`src/pkg/gw_pkg.sv`:
```
// Shared constants and types for the dual GPIO port block with pin wake-up.
// Assumes a single 50 MHz clock domain and an Avalon-MM register master.
package gw_pkg;

	// Register byte addresses on the Avalon-MM slave, one aligned word each.
	localparam logic [7:0] OFS_A_DATA = 8'h00;
	localparam logic [7:0] OFS_A_DIR = 8'h04;
	localparam logic [7:0] OFS_A_PULL = 8'h08;
	localparam logic [7:0] OFS_A_WAKE = 8'h0C;
	localparam logic [7:0] OFS_B_DATA = 8'h10;
	localparam logic [7:0] OFS_B_DIR = 8'h14;
	localparam logic [7:0] OFS_B_PULL = 8'h18;
	localparam logic [7:0] OFS_FUNC = 8'h1C;
	localparam logic [7:0] OFS_BITOP = 8'h20;
	localparam logic [7:0] OFS_IRQ_STAT = 8'h24;
	localparam logic [7:0] OFS_IRQ_MASK = 8'h28;

	// Values after reset.
	localparam logic [7:0] RST_A_DATA = 8'hFF;
	localparam logic [7:0] RST_A_DIR = 8'hFF;
	localparam logic [6:0] RST_A_PULL = 7'h00;
	localparam logic [7:0] RST_A_WAKE = 8'h00;
	localparam logic [1:0] RST_B_DATA = 2'h3;
	localparam logic [1:0] RST_B_DIR = 2'h3;
	localparam logic [1:0] RST_B_PULL = 2'h0;
	localparam logic [7:0] RST_IRQ_MASK = 8'h00;

	// Field positions.
	localparam int FUNC_FDIV_BIT = 0;
	localparam int FUNC_PWM_BIT = 1;
	localparam int FUNC_AN_LSB = 2;
	localparam int BITOP_IDX_LSB = 0;
	localparam int BITOP_VAL_BIT = 3;
	localparam int BITOP_PORT_BIT = 4;

	// First-port pins that carry shared functions.
	localparam int FDIV_PIN = 5;
	localparam int PWM_PIN = 4;
	localparam int EXT_IRQ_PIN = 3;

	// Avalon-MM request from the master.
	typedef struct packed {
		logic read;
		logic write;
		logic [7:0] address;
		logic [31:0] writedata;
		logic [3:0] byteenable;
	} gw_avs_req_t;

	// Complete state of the port block.
	typedef struct packed {
		logic [7:0] a_data;
		logic [7:0] a_dir;
		logic [6:0] a_pull;
		logic [7:0] a_wake;
		logic [1:0] b_data;
		logic [1:0] b_dir;
		logic [1:0] b_pull;
		logic fdiv_sel;
		logic pwm_sel;
		logic [1:0] an_sel;
		logic [7:0] stat;
		logic [7:0] mask;
		logic [7:0] a_prev;
		logic ack;
		logic wake;
		logic [31:0] rdata;
	} gw_state_t;

endpackage

```
`src/design/gw_sync.sv`:
```
// Two-stage synchroniser for a vector of pad inputs.
// Assumes the inputs are asynchronous to clk_i; only the second stage is read outside.
`timescale 1ns/1ps
`default_nettype none
module gw_sync #(
	parameter int W = 8
) (
	input wire logic clk_i,
	input wire logic rst_b_i,
	input wire logic [W-1:0] d_i,
	output logic [W-1:0] q_o
);
	typedef struct packed {
		logic [W-1:0] s1;
		logic [W-1:0] s2;
	} gw_sync_state_t;

	gw_sync_state_t st_q;
	gw_sync_state_t st_d;

	// The first stage feeds only the second one.
	always_comb begin
		st_d = st_q;
		st_d.s1 = d_i;
		st_d.s2 = st_q.s1;
	end

	// Pads idle high through their pull-ups, so both stages start high.
	always_ff @(posedge clk_i or negedge rst_b_i) begin
		if (!rst_b_i) begin
			st_q <= '1;
		end else begin
			st_q <= st_d;
		end
	end

	assign q_o = st_q.s2;
endmodule
`default_nettype wire

```
`src/design/gw_pad.sv`:
```
// Pad control for a group of bidirectional pins: drive, enable and weak pull-up.
// Assumes all inputs come from registers on the same clock.
`timescale 1ns/1ps
`default_nettype none
module gw_pad #(
	parameter int W = 8
) (
	input wire logic [W-1:0] dir_i,
	input wire logic [W-1:0] latch_i,
	input wire logic [W-1:0] alt_en_i,
	input wire logic [W-1:0] alt_val_i,
	input wire logic [W-1:0] pull_en_i,
	input wire logic [W-1:0] analog_i,
	output logic [W-1:0] out_o,
	output logic [W-1:0] oe_o,
	output logic [W-1:0] pull_o
);
	// A shared function only reaches a pin set as output; an input pin stays a plain input.
	assign oe_o = ~dir_i;
	assign out_o = (alt_en_i & alt_val_i) | (~alt_en_i & latch_i);
	// The pull-up is cut for output pins and for pins claimed as analog inputs.
	assign pull_o = pull_en_i & dir_i & ~analog_i;
endmodule
`default_nettype wire

```
`src/design/gw_port.sv`:
```
// Dual GPIO port with per-pin direction, output latch and pull-up (none on first-port pin 7), and falling-edge wake on first-port pins only.
// Assumes an Avalon-MM master on clk_i, pads outside that resolve out, oe and pull.
//
// Local design decisions: the Avalon-MM register port and the register offsets.
`timescale 1ns/1ps
`default_nettype none
module gw_port (
	input wire logic clk_i,
	input wire logic rst_b_i,
	input wire gw_pkg::gw_avs_req_t avs_req_i,
	output logic [31:0] avs_readdata_o,
	output logic avs_waitrequest_o,
	input wire logic [7:0] first_port_in_i,
	output logic [7:0] first_port_out_o,
	output logic [7:0] first_port_oe_o,
	output logic [7:0] first_port_pull_o,
	input wire logic [1:0] second_port_in_i,
	output logic [1:0] second_port_out_o,
	output logic [1:0] second_port_oe_o,
	output logic [1:0] second_port_pull_o,
	input wire logic freq_divider_out_i,
	input wire logic pwm_out_i,
	input wire logic sleep_i,
	output logic wake_o,
	output logic irq_o,
	output logic [7:0] first_port_level_o,
	output logic [1:0] second_port_level_o,
	output logic [1:0] analog_pin_select_o
);
	gw_pkg::gw_state_t st_q;
	gw_pkg::gw_state_t st_d;
	logic [7:0] a_sync;
	logic [1:0] b_sync;
	logic [7:0] a_rd;
	logic [1:0] b_rd;
	logic [7:0] addr;
	logic req_any;
	logic take;
	logic commit_wr;
	logic [31:0] rd_val;
	logic [7:0] fall_ev;
	logic [7:0] a_alt_en;
	logic [7:0] a_alt_val;

	// Pads are asynchronous, so every pin level passes two flops first.
	gw_sync #(
		.W(8)
	) u_sync_a (
		.clk_i(clk_i),
		.rst_b_i(rst_b_i),
		.d_i(first_port_in_i),
		.q_o(a_sync)
	);

	gw_sync #(
		.W(2)
	) u_sync_b (
		.clk_i(clk_i),
		.rst_b_i(rst_b_i),
		.d_i(second_port_in_i),
		.q_o(b_sync)
	);

	// Bus handshake: the request is sampled in its first cycle, answered in the second.
	assign addr = {avs_req_i.address[7:2], 2'h0};
	assign req_any = avs_req_i.read | avs_req_i.write;
	assign take = req_any & ~st_q.ack;
	assign commit_wr = st_q.ack & avs_req_i.write & avs_req_i.byteenable[0];
	assign avs_waitrequest_o = take;

	// Input pins show the pad, output pins show the latch; a bit operation copies input pad levels into the latch.
	assign a_rd = (st_q.a_dir & a_sync) | (~st_q.a_dir & st_q.a_data);
	assign b_rd = (st_q.b_dir & b_sync) | (~st_q.b_dir & st_q.b_data);

	// Falling edges on wake-enabled first-port pins.
	assign fall_ev = st_q.a_prev & ~a_sync & st_q.a_wake;

	// Shared functions on the first port.
	assign a_alt_en = ({7'h00, st_q.fdiv_sel} << gw_pkg::FDIV_PIN)
		| ({7'h00, st_q.pwm_sel} << gw_pkg::PWM_PIN);
	assign a_alt_val = ({7'h00, freq_divider_out_i} << gw_pkg::FDIV_PIN)
		| ({7'h00, pwm_out_i} << gw_pkg::PWM_PIN);

	// Read multiplexer; unused bits and unmapped addresses read as zero.
	always_comb begin
		rd_val = 32'h0000_0000;
		case (addr)
			gw_pkg::OFS_A_DATA: begin
				rd_val[7:0] = a_rd;
			end
			gw_pkg::OFS_A_DIR: begin
				rd_val[7:0] = st_q.a_dir;
			end
			gw_pkg::OFS_A_PULL: begin
				rd_val[6:0] = st_q.a_pull;
			end
			gw_pkg::OFS_A_WAKE: begin
				rd_val[7:0] = st_q.a_wake;
			end
			gw_pkg::OFS_B_DATA: begin
				rd_val[1:0] = b_rd;
			end
			gw_pkg::OFS_B_DIR: begin
				rd_val[1:0] = st_q.b_dir;
			end
			gw_pkg::OFS_B_PULL: begin
				rd_val[1:0] = st_q.b_pull;
			end
			gw_pkg::OFS_FUNC: begin
				rd_val[gw_pkg::FUNC_FDIV_BIT] = st_q.fdiv_sel;
				rd_val[gw_pkg::FUNC_PWM_BIT] = st_q.pwm_sel;
				rd_val[gw_pkg::FUNC_AN_LSB +: 2] = st_q.an_sel;
			end
			gw_pkg::OFS_IRQ_STAT: begin
				rd_val[7:0] = st_q.stat;
			end
			gw_pkg::OFS_IRQ_MASK: begin
				rd_val[7:0] = st_q.mask;
			end
			default: begin
				rd_val = 32'h0000_0000;
			end
		endcase
	end

	// Next state: register writes at the answering edge, events every cycle.
	always_comb begin
		logic [7:0] a_mod;
		logic [1:0] b_mod;
		logic [2:0] idx;
		logic bval;
		a_mod = a_rd;
		b_mod = b_rd;
		idx = avs_req_i.writedata[gw_pkg::BITOP_IDX_LSB +: 3];
		bval = avs_req_i.writedata[gw_pkg::BITOP_VAL_BIT];
		st_d = st_q;
		st_d.ack = take;
		st_d.wake = 1'b0;
		st_d.a_prev = a_sync;
		if (take & avs_req_i.read) begin
			st_d.rdata = rd_val;
		end
		if (commit_wr) begin
			case (addr)
				gw_pkg::OFS_A_DATA: begin
					st_d.a_data = avs_req_i.writedata[7:0];
				end
				gw_pkg::OFS_A_DIR: begin
					st_d.a_dir = avs_req_i.writedata[7:0];
				end
				gw_pkg::OFS_A_PULL: begin
					st_d.a_pull = avs_req_i.writedata[6:0];
				end
				gw_pkg::OFS_A_WAKE: begin
					st_d.a_wake = avs_req_i.writedata[7:0];
				end
				gw_pkg::OFS_B_DATA: begin
					st_d.b_data = avs_req_i.writedata[1:0];
				end
				gw_pkg::OFS_B_DIR: begin
					st_d.b_dir = avs_req_i.writedata[1:0];
				end
				gw_pkg::OFS_B_PULL: begin
					st_d.b_pull = avs_req_i.writedata[1:0];
				end
				gw_pkg::OFS_FUNC: begin
					st_d.fdiv_sel = avs_req_i.writedata[gw_pkg::FUNC_FDIV_BIT];
					st_d.pwm_sel = avs_req_i.writedata[gw_pkg::FUNC_PWM_BIT];
					st_d.an_sel = avs_req_i.writedata[gw_pkg::FUNC_AN_LSB +: 2];
				end
				gw_pkg::OFS_BITOP: begin
					// The whole port is read back, so input pins copy their pad level.
					if (avs_req_i.writedata[gw_pkg::BITOP_PORT_BIT]) begin
						b_mod[idx[0]] = bval;
						st_d.b_data = b_mod;
					end else begin
						a_mod[idx] = bval;
						st_d.a_data = a_mod;
					end
				end
				gw_pkg::OFS_IRQ_MASK: begin
					st_d.mask = avs_req_i.writedata[7:0];
				end
				default: begin
					st_d.ack = take;
				end
			endcase
		end
		// Only bits that the read returned are cleared; a new edge sets again and wins.
		if (st_q.ack & avs_req_i.read & (addr == gw_pkg::OFS_IRQ_STAT)) begin
			st_d.stat = st_q.stat & ~st_q.rdata[7:0];
		end
		st_d.stat = st_d.stat | fall_ev;
		if (sleep_i & (|fall_ev)) begin
			st_d.wake = 1'b1;
		end
	end

	// State register with documented reset values.
	always_ff @(posedge clk_i or negedge rst_b_i) begin
		if (!rst_b_i) begin
			st_q <= '0;
			st_q.a_data <= gw_pkg::RST_A_DATA;
			st_q.a_dir <= gw_pkg::RST_A_DIR;
			st_q.a_pull <= gw_pkg::RST_A_PULL;
			st_q.a_wake <= gw_pkg::RST_A_WAKE;
			st_q.b_data <= gw_pkg::RST_B_DATA;
			st_q.b_dir <= gw_pkg::RST_B_DIR;
			st_q.b_pull <= gw_pkg::RST_B_PULL;
			st_q.mask <= gw_pkg::RST_IRQ_MASK;
			st_q.a_prev <= 8'hFF;
		end else begin
			st_q <= st_d;
		end
	end

	// First-port pads; pin 7 has no pull-up control.
	gw_pad #(
		.W(8)
	) u_pad_a (
		.dir_i(st_q.a_dir),
		.latch_i(st_q.a_data),
		.alt_en_i(a_alt_en),
		.alt_val_i(a_alt_val),
		.pull_en_i({1'b0, st_q.a_pull}),
		.analog_i(8'h00),
		.out_o(first_port_out_o),
		.oe_o(first_port_oe_o),
		.pull_o(first_port_pull_o)
	);

	// Second-port pads; analog claims remove the pull-up.
	gw_pad #(
		.W(2)
	) u_pad_b (
		.dir_i(st_q.b_dir),
		.latch_i(st_q.b_data),
		.alt_en_i(2'h0),
		.alt_val_i(2'h0),
		.pull_en_i(st_q.b_pull),
		.analog_i(st_q.an_sel),
		.out_o(second_port_out_o),
		.oe_o(second_port_oe_o),
		.pull_o(second_port_pull_o)
	);

	// Outputs. Shared-function levels go to the interrupt and counter logic outside.
	assign avs_readdata_o = st_q.rdata;
	assign wake_o = st_q.wake;
	assign irq_o = |(st_q.stat & st_q.mask);
	assign first_port_level_o = a_sync;
	assign second_port_level_o = b_sync;
	assign analog_pin_select_o = st_q.an_sel;

	chk_wait_bound: assert property (@(posedge clk_i) disable iff (!rst_b_i)
		req_any |-> ##[0:1] !avs_waitrequest_o)
		else $error("request not answered within one wait cycle");

	chk_dir_write_oe: assert property (@(posedge clk_i) disable iff (!rst_b_i)
		(commit_wr && addr == gw_pkg::OFS_A_DIR)
		|=> first_port_oe_o == ~$past(avs_req_i.writedata[7:0]))
		else $error("first-port enables do not follow written direction");

	chk_latch_hold: assert property (@(posedge clk_i) disable iff (!rst_b_i)
		!(commit_wr && (addr == gw_pkg::OFS_A_DATA || addr == gw_pkg::OFS_BITOP))
		|=> $stable(st_q.a_data))
		else $error("first-port latch changed without a write");

	chk_pull_gate: assert property (@(posedge clk_i) disable iff (!rst_b_i)
		(first_port_pull_o & ~(st_q.a_dir & {1'b0, st_q.a_pull})) == 8'h00)
		else $error("pull-up asserted on output or unenabled pin");

	chk_analog_pull: assert property (@(posedge clk_i) disable iff (!rst_b_i)
		(second_port_pull_o & st_q.an_sel) == 2'h0)
		else $error("pull-up left on an analog pin");

	chk_wake_event: assert property (@(posedge clk_i) disable iff (!rst_b_i)
		(sleep_i && |(st_q.a_prev & ~a_sync & st_q.a_wake)) |=> wake_o)
		else $error("enabled falling edge during sleep gave no wake");

	chk_wake_cause: assert property (@(posedge clk_i) disable iff (!rst_b_i)
		wake_o |-> $past(sleep_i) && ($past(st_q.a_wake) != 8'h00))
		else $error("wake without sleep or without an enabled pin");

	chk_read_latch: assert property (@(posedge clk_i) disable iff (!rst_b_i)
		(st_q.ack && avs_req_i.read && addr == gw_pkg::OFS_A_DATA && $stable(st_q.a_dir))
		|-> ((avs_readdata_o[7:0] ^ st_q.a_data) & ~st_q.a_dir) == 8'h00)
		else $error("output pin read did not return the latch");

	chk_pull_reserved: assert property (@(posedge clk_i) disable iff (!rst_b_i)
		(st_q.ack && avs_req_i.read && addr == gw_pkg::OFS_A_PULL)
		|-> avs_readdata_o[31:7] == 25'h0000000)
		else $error("unimplemented pull bits read nonzero");

	chk_bitop_rmw: assert property (@(posedge clk_i) disable iff (!rst_b_i)
		(commit_wr && addr == gw_pkg::OFS_BITOP && !avs_req_i.writedata[4])
		|=> st_q.a_data[$past(avs_req_i.writedata[2:0])] == $past(avs_req_i.writedata[3]))
		else $error("bit operation did not set the addressed latch bit");

	chk_b_bitop: assert property (@(posedge clk_i) disable iff (!rst_b_i)
		(commit_wr && addr == gw_pkg::OFS_BITOP && avs_req_i.writedata[gw_pkg::BITOP_PORT_BIT])
		|=> st_q.b_data[$past(avs_req_i.writedata[0])]
		== $past(avs_req_i.writedata[gw_pkg::BITOP_VAL_BIT]))
		else $error("bit operation did not set the addressed second-port latch bit");

	chk_stat_set: assert property (@(posedge clk_i) disable iff (!rst_b_i)
		(|fall_ev) |=> ((st_q.stat & $past(fall_ev)) == $past(fall_ev)))
		else $error("enabled falling edge did not set its status bit");

	chk_b_dir_oe: assert property (@(posedge clk_i) disable iff (!rst_b_i)
		(commit_wr && addr == gw_pkg::OFS_B_DIR)
		|=> second_port_oe_o == ~$past(avs_req_i.writedata[1:0]))
		else $error("second-port enables do not follow written direction");

	chk_out_latch: assert property (@(posedge clk_i) disable iff (!rst_b_i)
		(!st_q.fdiv_sel && !st_q.pwm_sel) |-> first_port_out_o == st_q.a_data)
		else $error("first-port drive differs from the latch");

	chk_fdiv_route: assert property (@(posedge clk_i) disable iff (!rst_b_i)
		(st_q.fdiv_sel && !st_q.a_dir[gw_pkg::FDIV_PIN])
		|-> first_port_oe_o[gw_pkg::FDIV_PIN]
		&& first_port_out_o[gw_pkg::FDIV_PIN] == freq_divider_out_i)
		else $error("divider output missing on its output pin");

	chk_pwm_input: assert property (@(posedge clk_i) disable iff (!rst_b_i)
		(st_q.pwm_sel && st_q.a_dir[gw_pkg::PWM_PIN]) |-> !first_port_oe_o[gw_pkg::PWM_PIN])
		else $error("pwm output drives a pin set as input");
endmodule
`default_nettype wire

```
`config.mk`:
```
export PLATFORM = sky130hd
export DESIGN_NAME = gw_port
export DESIGN_NICKNAME = d
export VERILOG_FILES = /design/src/pkg/gw_pkg.sv /design/src/design/gw_sync.sv /design/src/design/gw_pad.sv /design/src/design/gw_port.sv
export SDC_FILE = /design/constraint.sdc
export NUM_CORES = 1
export LEC_CHECK = 0
export BUFFER_PORTS_ARGS = -buffer_cell sky130_fd_sc_hd__buf_4
export CORE_MARGIN = 8
export CORE_UTILIZATION = 53
export CTS_BUF_LIST = sky130_fd_sc_hd__clkbuf_16
export CTS_CLUSTER_SIZE = 12
export DETAILED_ROUTE_END_ITERATION = 10
export PLACE_DENSITY = 0.84
export SLEW_MARGIN = 20
export SYNTH_ARGS = -nofsm -noshare
export SYNTH_HDL_FRONTEND = slang
export SYNTH_SLANG_ARGS = --single-unit
```
`constraint.sdc`:
```
create_clock -name clk_i -period 2.2 [get_ports clk_i]
set_input_delay 0.11 -clock clk_i [delete_from_list [all_inputs] [get_ports clk_i]]
set_output_delay 0.11 -clock clk_i [all_outputs]
set_load 0.02 [all_outputs]
```
==> results.ini <==
[status]
status=finished, final reports clean

[timing]
worst_pin_slew_ns=0.621
hold_viol=0
setup-violations-final=0
fin_tns_setup_ns=0
fin_crit_sh_pct=85.5
relSlewSlack_pct=58.6
period_needed_ns=1.88
slew_viol_final=0
rsz0062_at_grt=no
fin_skew_ns=0.00771
setup_ws_ns=0.320
fmax_mhz=532

[placed_design]
hpwl_um=9020
io_buffer_count=83
place_inst=612
gp_congestion=0.881
place_ws_ns=0.339

[routing]
wl_per_cell_um=20.3
drc=0
vias=3845
drt-total-wl_um=13000
antenna_left=0
first_pass_iters=5
vias_per_cell=6.01
first_iter_violations=308

[clock_tree]
cts_resized=0
htreeDepth=3
clk_latency_ns=0.35
cts_tree=built
cts_sinks=95
cts_made_buffers=9
cts.clk_slew.worst_paths_ns=0.07
clockBufferDepth=2
cts-root-buf=clkbuf_16

[min_path]
whs_path_depth=2
min_path_type=primary input to flop

[pwr]
irDropWorstVdd_mv=0.510
power_leakage_nw=2.58
p_per_area_nw_per_um2=699

[synthesis]
synthTopCellsByCount=53 x buf_4, 48 x dfstp_2, 47 x dfrtp_1
synth_cell_types=62
synthFlopType=dfstp_2
synth_most_common_cell=buf_4
seq_area_frac_synth_pct=49.6
yosysTopAreaCell=dfstp_2
synth_area_leaders=dfstp_2 26%, dfrtp_1 24%, mux2_2 10%
ys_seq_elements=95
synth_top_area_share_pct=25.7
synth.avg_cell_area_um2=10.8
synth-edff-count=0
synth_async_sr_flop_share_pct=100
yosysWarnings=0
synth_area_um2=4910
syn_inst=455

[die]
dieWidth_um=112
fp-row-count=35
ios=138
initial_core_util_pct=53.9
die_y_um=112
die_area_um2=12600
coreArea_um2=9110

[setup_path]
endpoint_kind=flop
required_ns=2.42
worstPathMaxFanout=6
worstPathArrival_ns=2.10
regToRegSetupSlack_ns=0.32
start_kind=flop
critPathKind=flop to flop
reg2regPathDepth=4

[global_routing]
antenna_found_initial=0
grt_overflow_total=0
grt_pass1_vias=3934
grt_pass1_wl_um=21000
grt_util_all_layers_pct=21.0
grt_max_degree=51

[finish]
drive_above_1_share_pct=40.3
antenna_cells=0
nets=585
fin_cells=640
area_delta_synth_final_pct=17.3

[job]
drv_cap=0

cell type report:
cell class	count	area, µm²
Clock buffer	9	225
Clock inverter	7	53.8
Fill cell	699	3340
Inverter	15	56.3
Multi-Input combinational cell	298	2020
Sequential cell	95	2440
Tap cell	111	139
Timing Repair Buffer	105	831
timing repair:
action	4_1_cts	5_1_grt
endpoints found under the setup margin	0	0
hold endpoints to repair	25	0
hold buffers	12	0
buffers inserted	0	0
worst max-delay path, cell delays in order (launching register included):
cell and delay [ns]:
dfstp_2 0.59, mux2_2 0.34, mux4_2 0.49, a222oi_1 0.22, o21ai_0 0.11
layer usage:
metal | track usage [%] | up-vias | routed length, µm
met3 | 5.74 | 43 | 1160
met4 | 9.89 | 0 | 444
met2 | 33.4 | 216 | 6140
met1 | 26.0 | 1903 | 5250
li1 | - | 1683 | -
met5 | 0 | - | 0
worst paths after layout:
| kind | startpoint | end |
|---|---|---|
| setup reg to reg | st_q[86] | avs_readdata_o[3] |
| max in group asynchronous | rst_b_i | st_q[95] |
| hold / removal | avs_req_i[11] | st_q[90] |
| min in group asynchronous | rst_b_i | st_q[63] |
| hold reg to reg | u_sync_a.st_d[7] | u_sync_a.q_o[7] |
| setup / recovery | st_q[86] | avs_readdata_o[3] |
cells in the final DEF, fill, tap and decap left out, types with 4 or more instances in the layout:
master	instances
buf_4	92
dfstp_2	48
dfrtp_1	47
nand2_1	45
mux2_2	45
conb_1	25
o21ai_0	24
nor2_1	20
a21oi_1	17
inv_1	15
a22oi_1	14
dlygate4sd3_1	12
mux2i_1	11
clkbuf_16	9
and2_1	7
nand2b_1	6
nand3_1	5
a31oi_1	5
o22ai_1	5
nor2b_1	4
o21ai_1	4
registers in the layout, indices dropped and copies added, names as in the netlist:
name,count
st_q,64
avs_readdata_o,8
u_sync_a.q_o,8
u_sync_a.st_d,8
analog_pin_select_o,2
u_sync_b.q_o,2
u_sync_b.st_d,2
wake_o,1
power breakdown:
part / leakage, nW / internal (W) / switching, W
Sequential: 1.13 / 0.00189 / 0.0000983
Combinational: 1.32 / 0.000235 / 0.000330
Clock: 0.136 / 0.000778 / 0.000702
Total: 2.58 / 0.00290 / 0.00113
cell families after synthesis:
group | share of synthesized area (%)
DFF | 49.6
AOI/OAI and AO/OA | 14.3
other | 0.0763
buffers and inverters | 11.1
and+or+nand+nor | 11.7
muxes | 13.2
through the flow:
step | hold WS, ns | utilization (%) | total power (W) | instance area, µm²
6_report | 0.0251 | 63.3 | 0.00403 | 5770
5_1_grt | 0.0261 | 63.3 | 0.00417 | 5770
4_1_cts | 0.0207 | 63.3 | 0.00404 | 5770
3_5_place_dp | 0.168 | 58.9 | 0.00255 | 5370
3_3_place_gp | 0.159 | 58.9 | 0.00253 | 5370
2_1_floorplan | -0.186 | - | 0.00237 | 5000
Power figures use the tool's default switching activity.
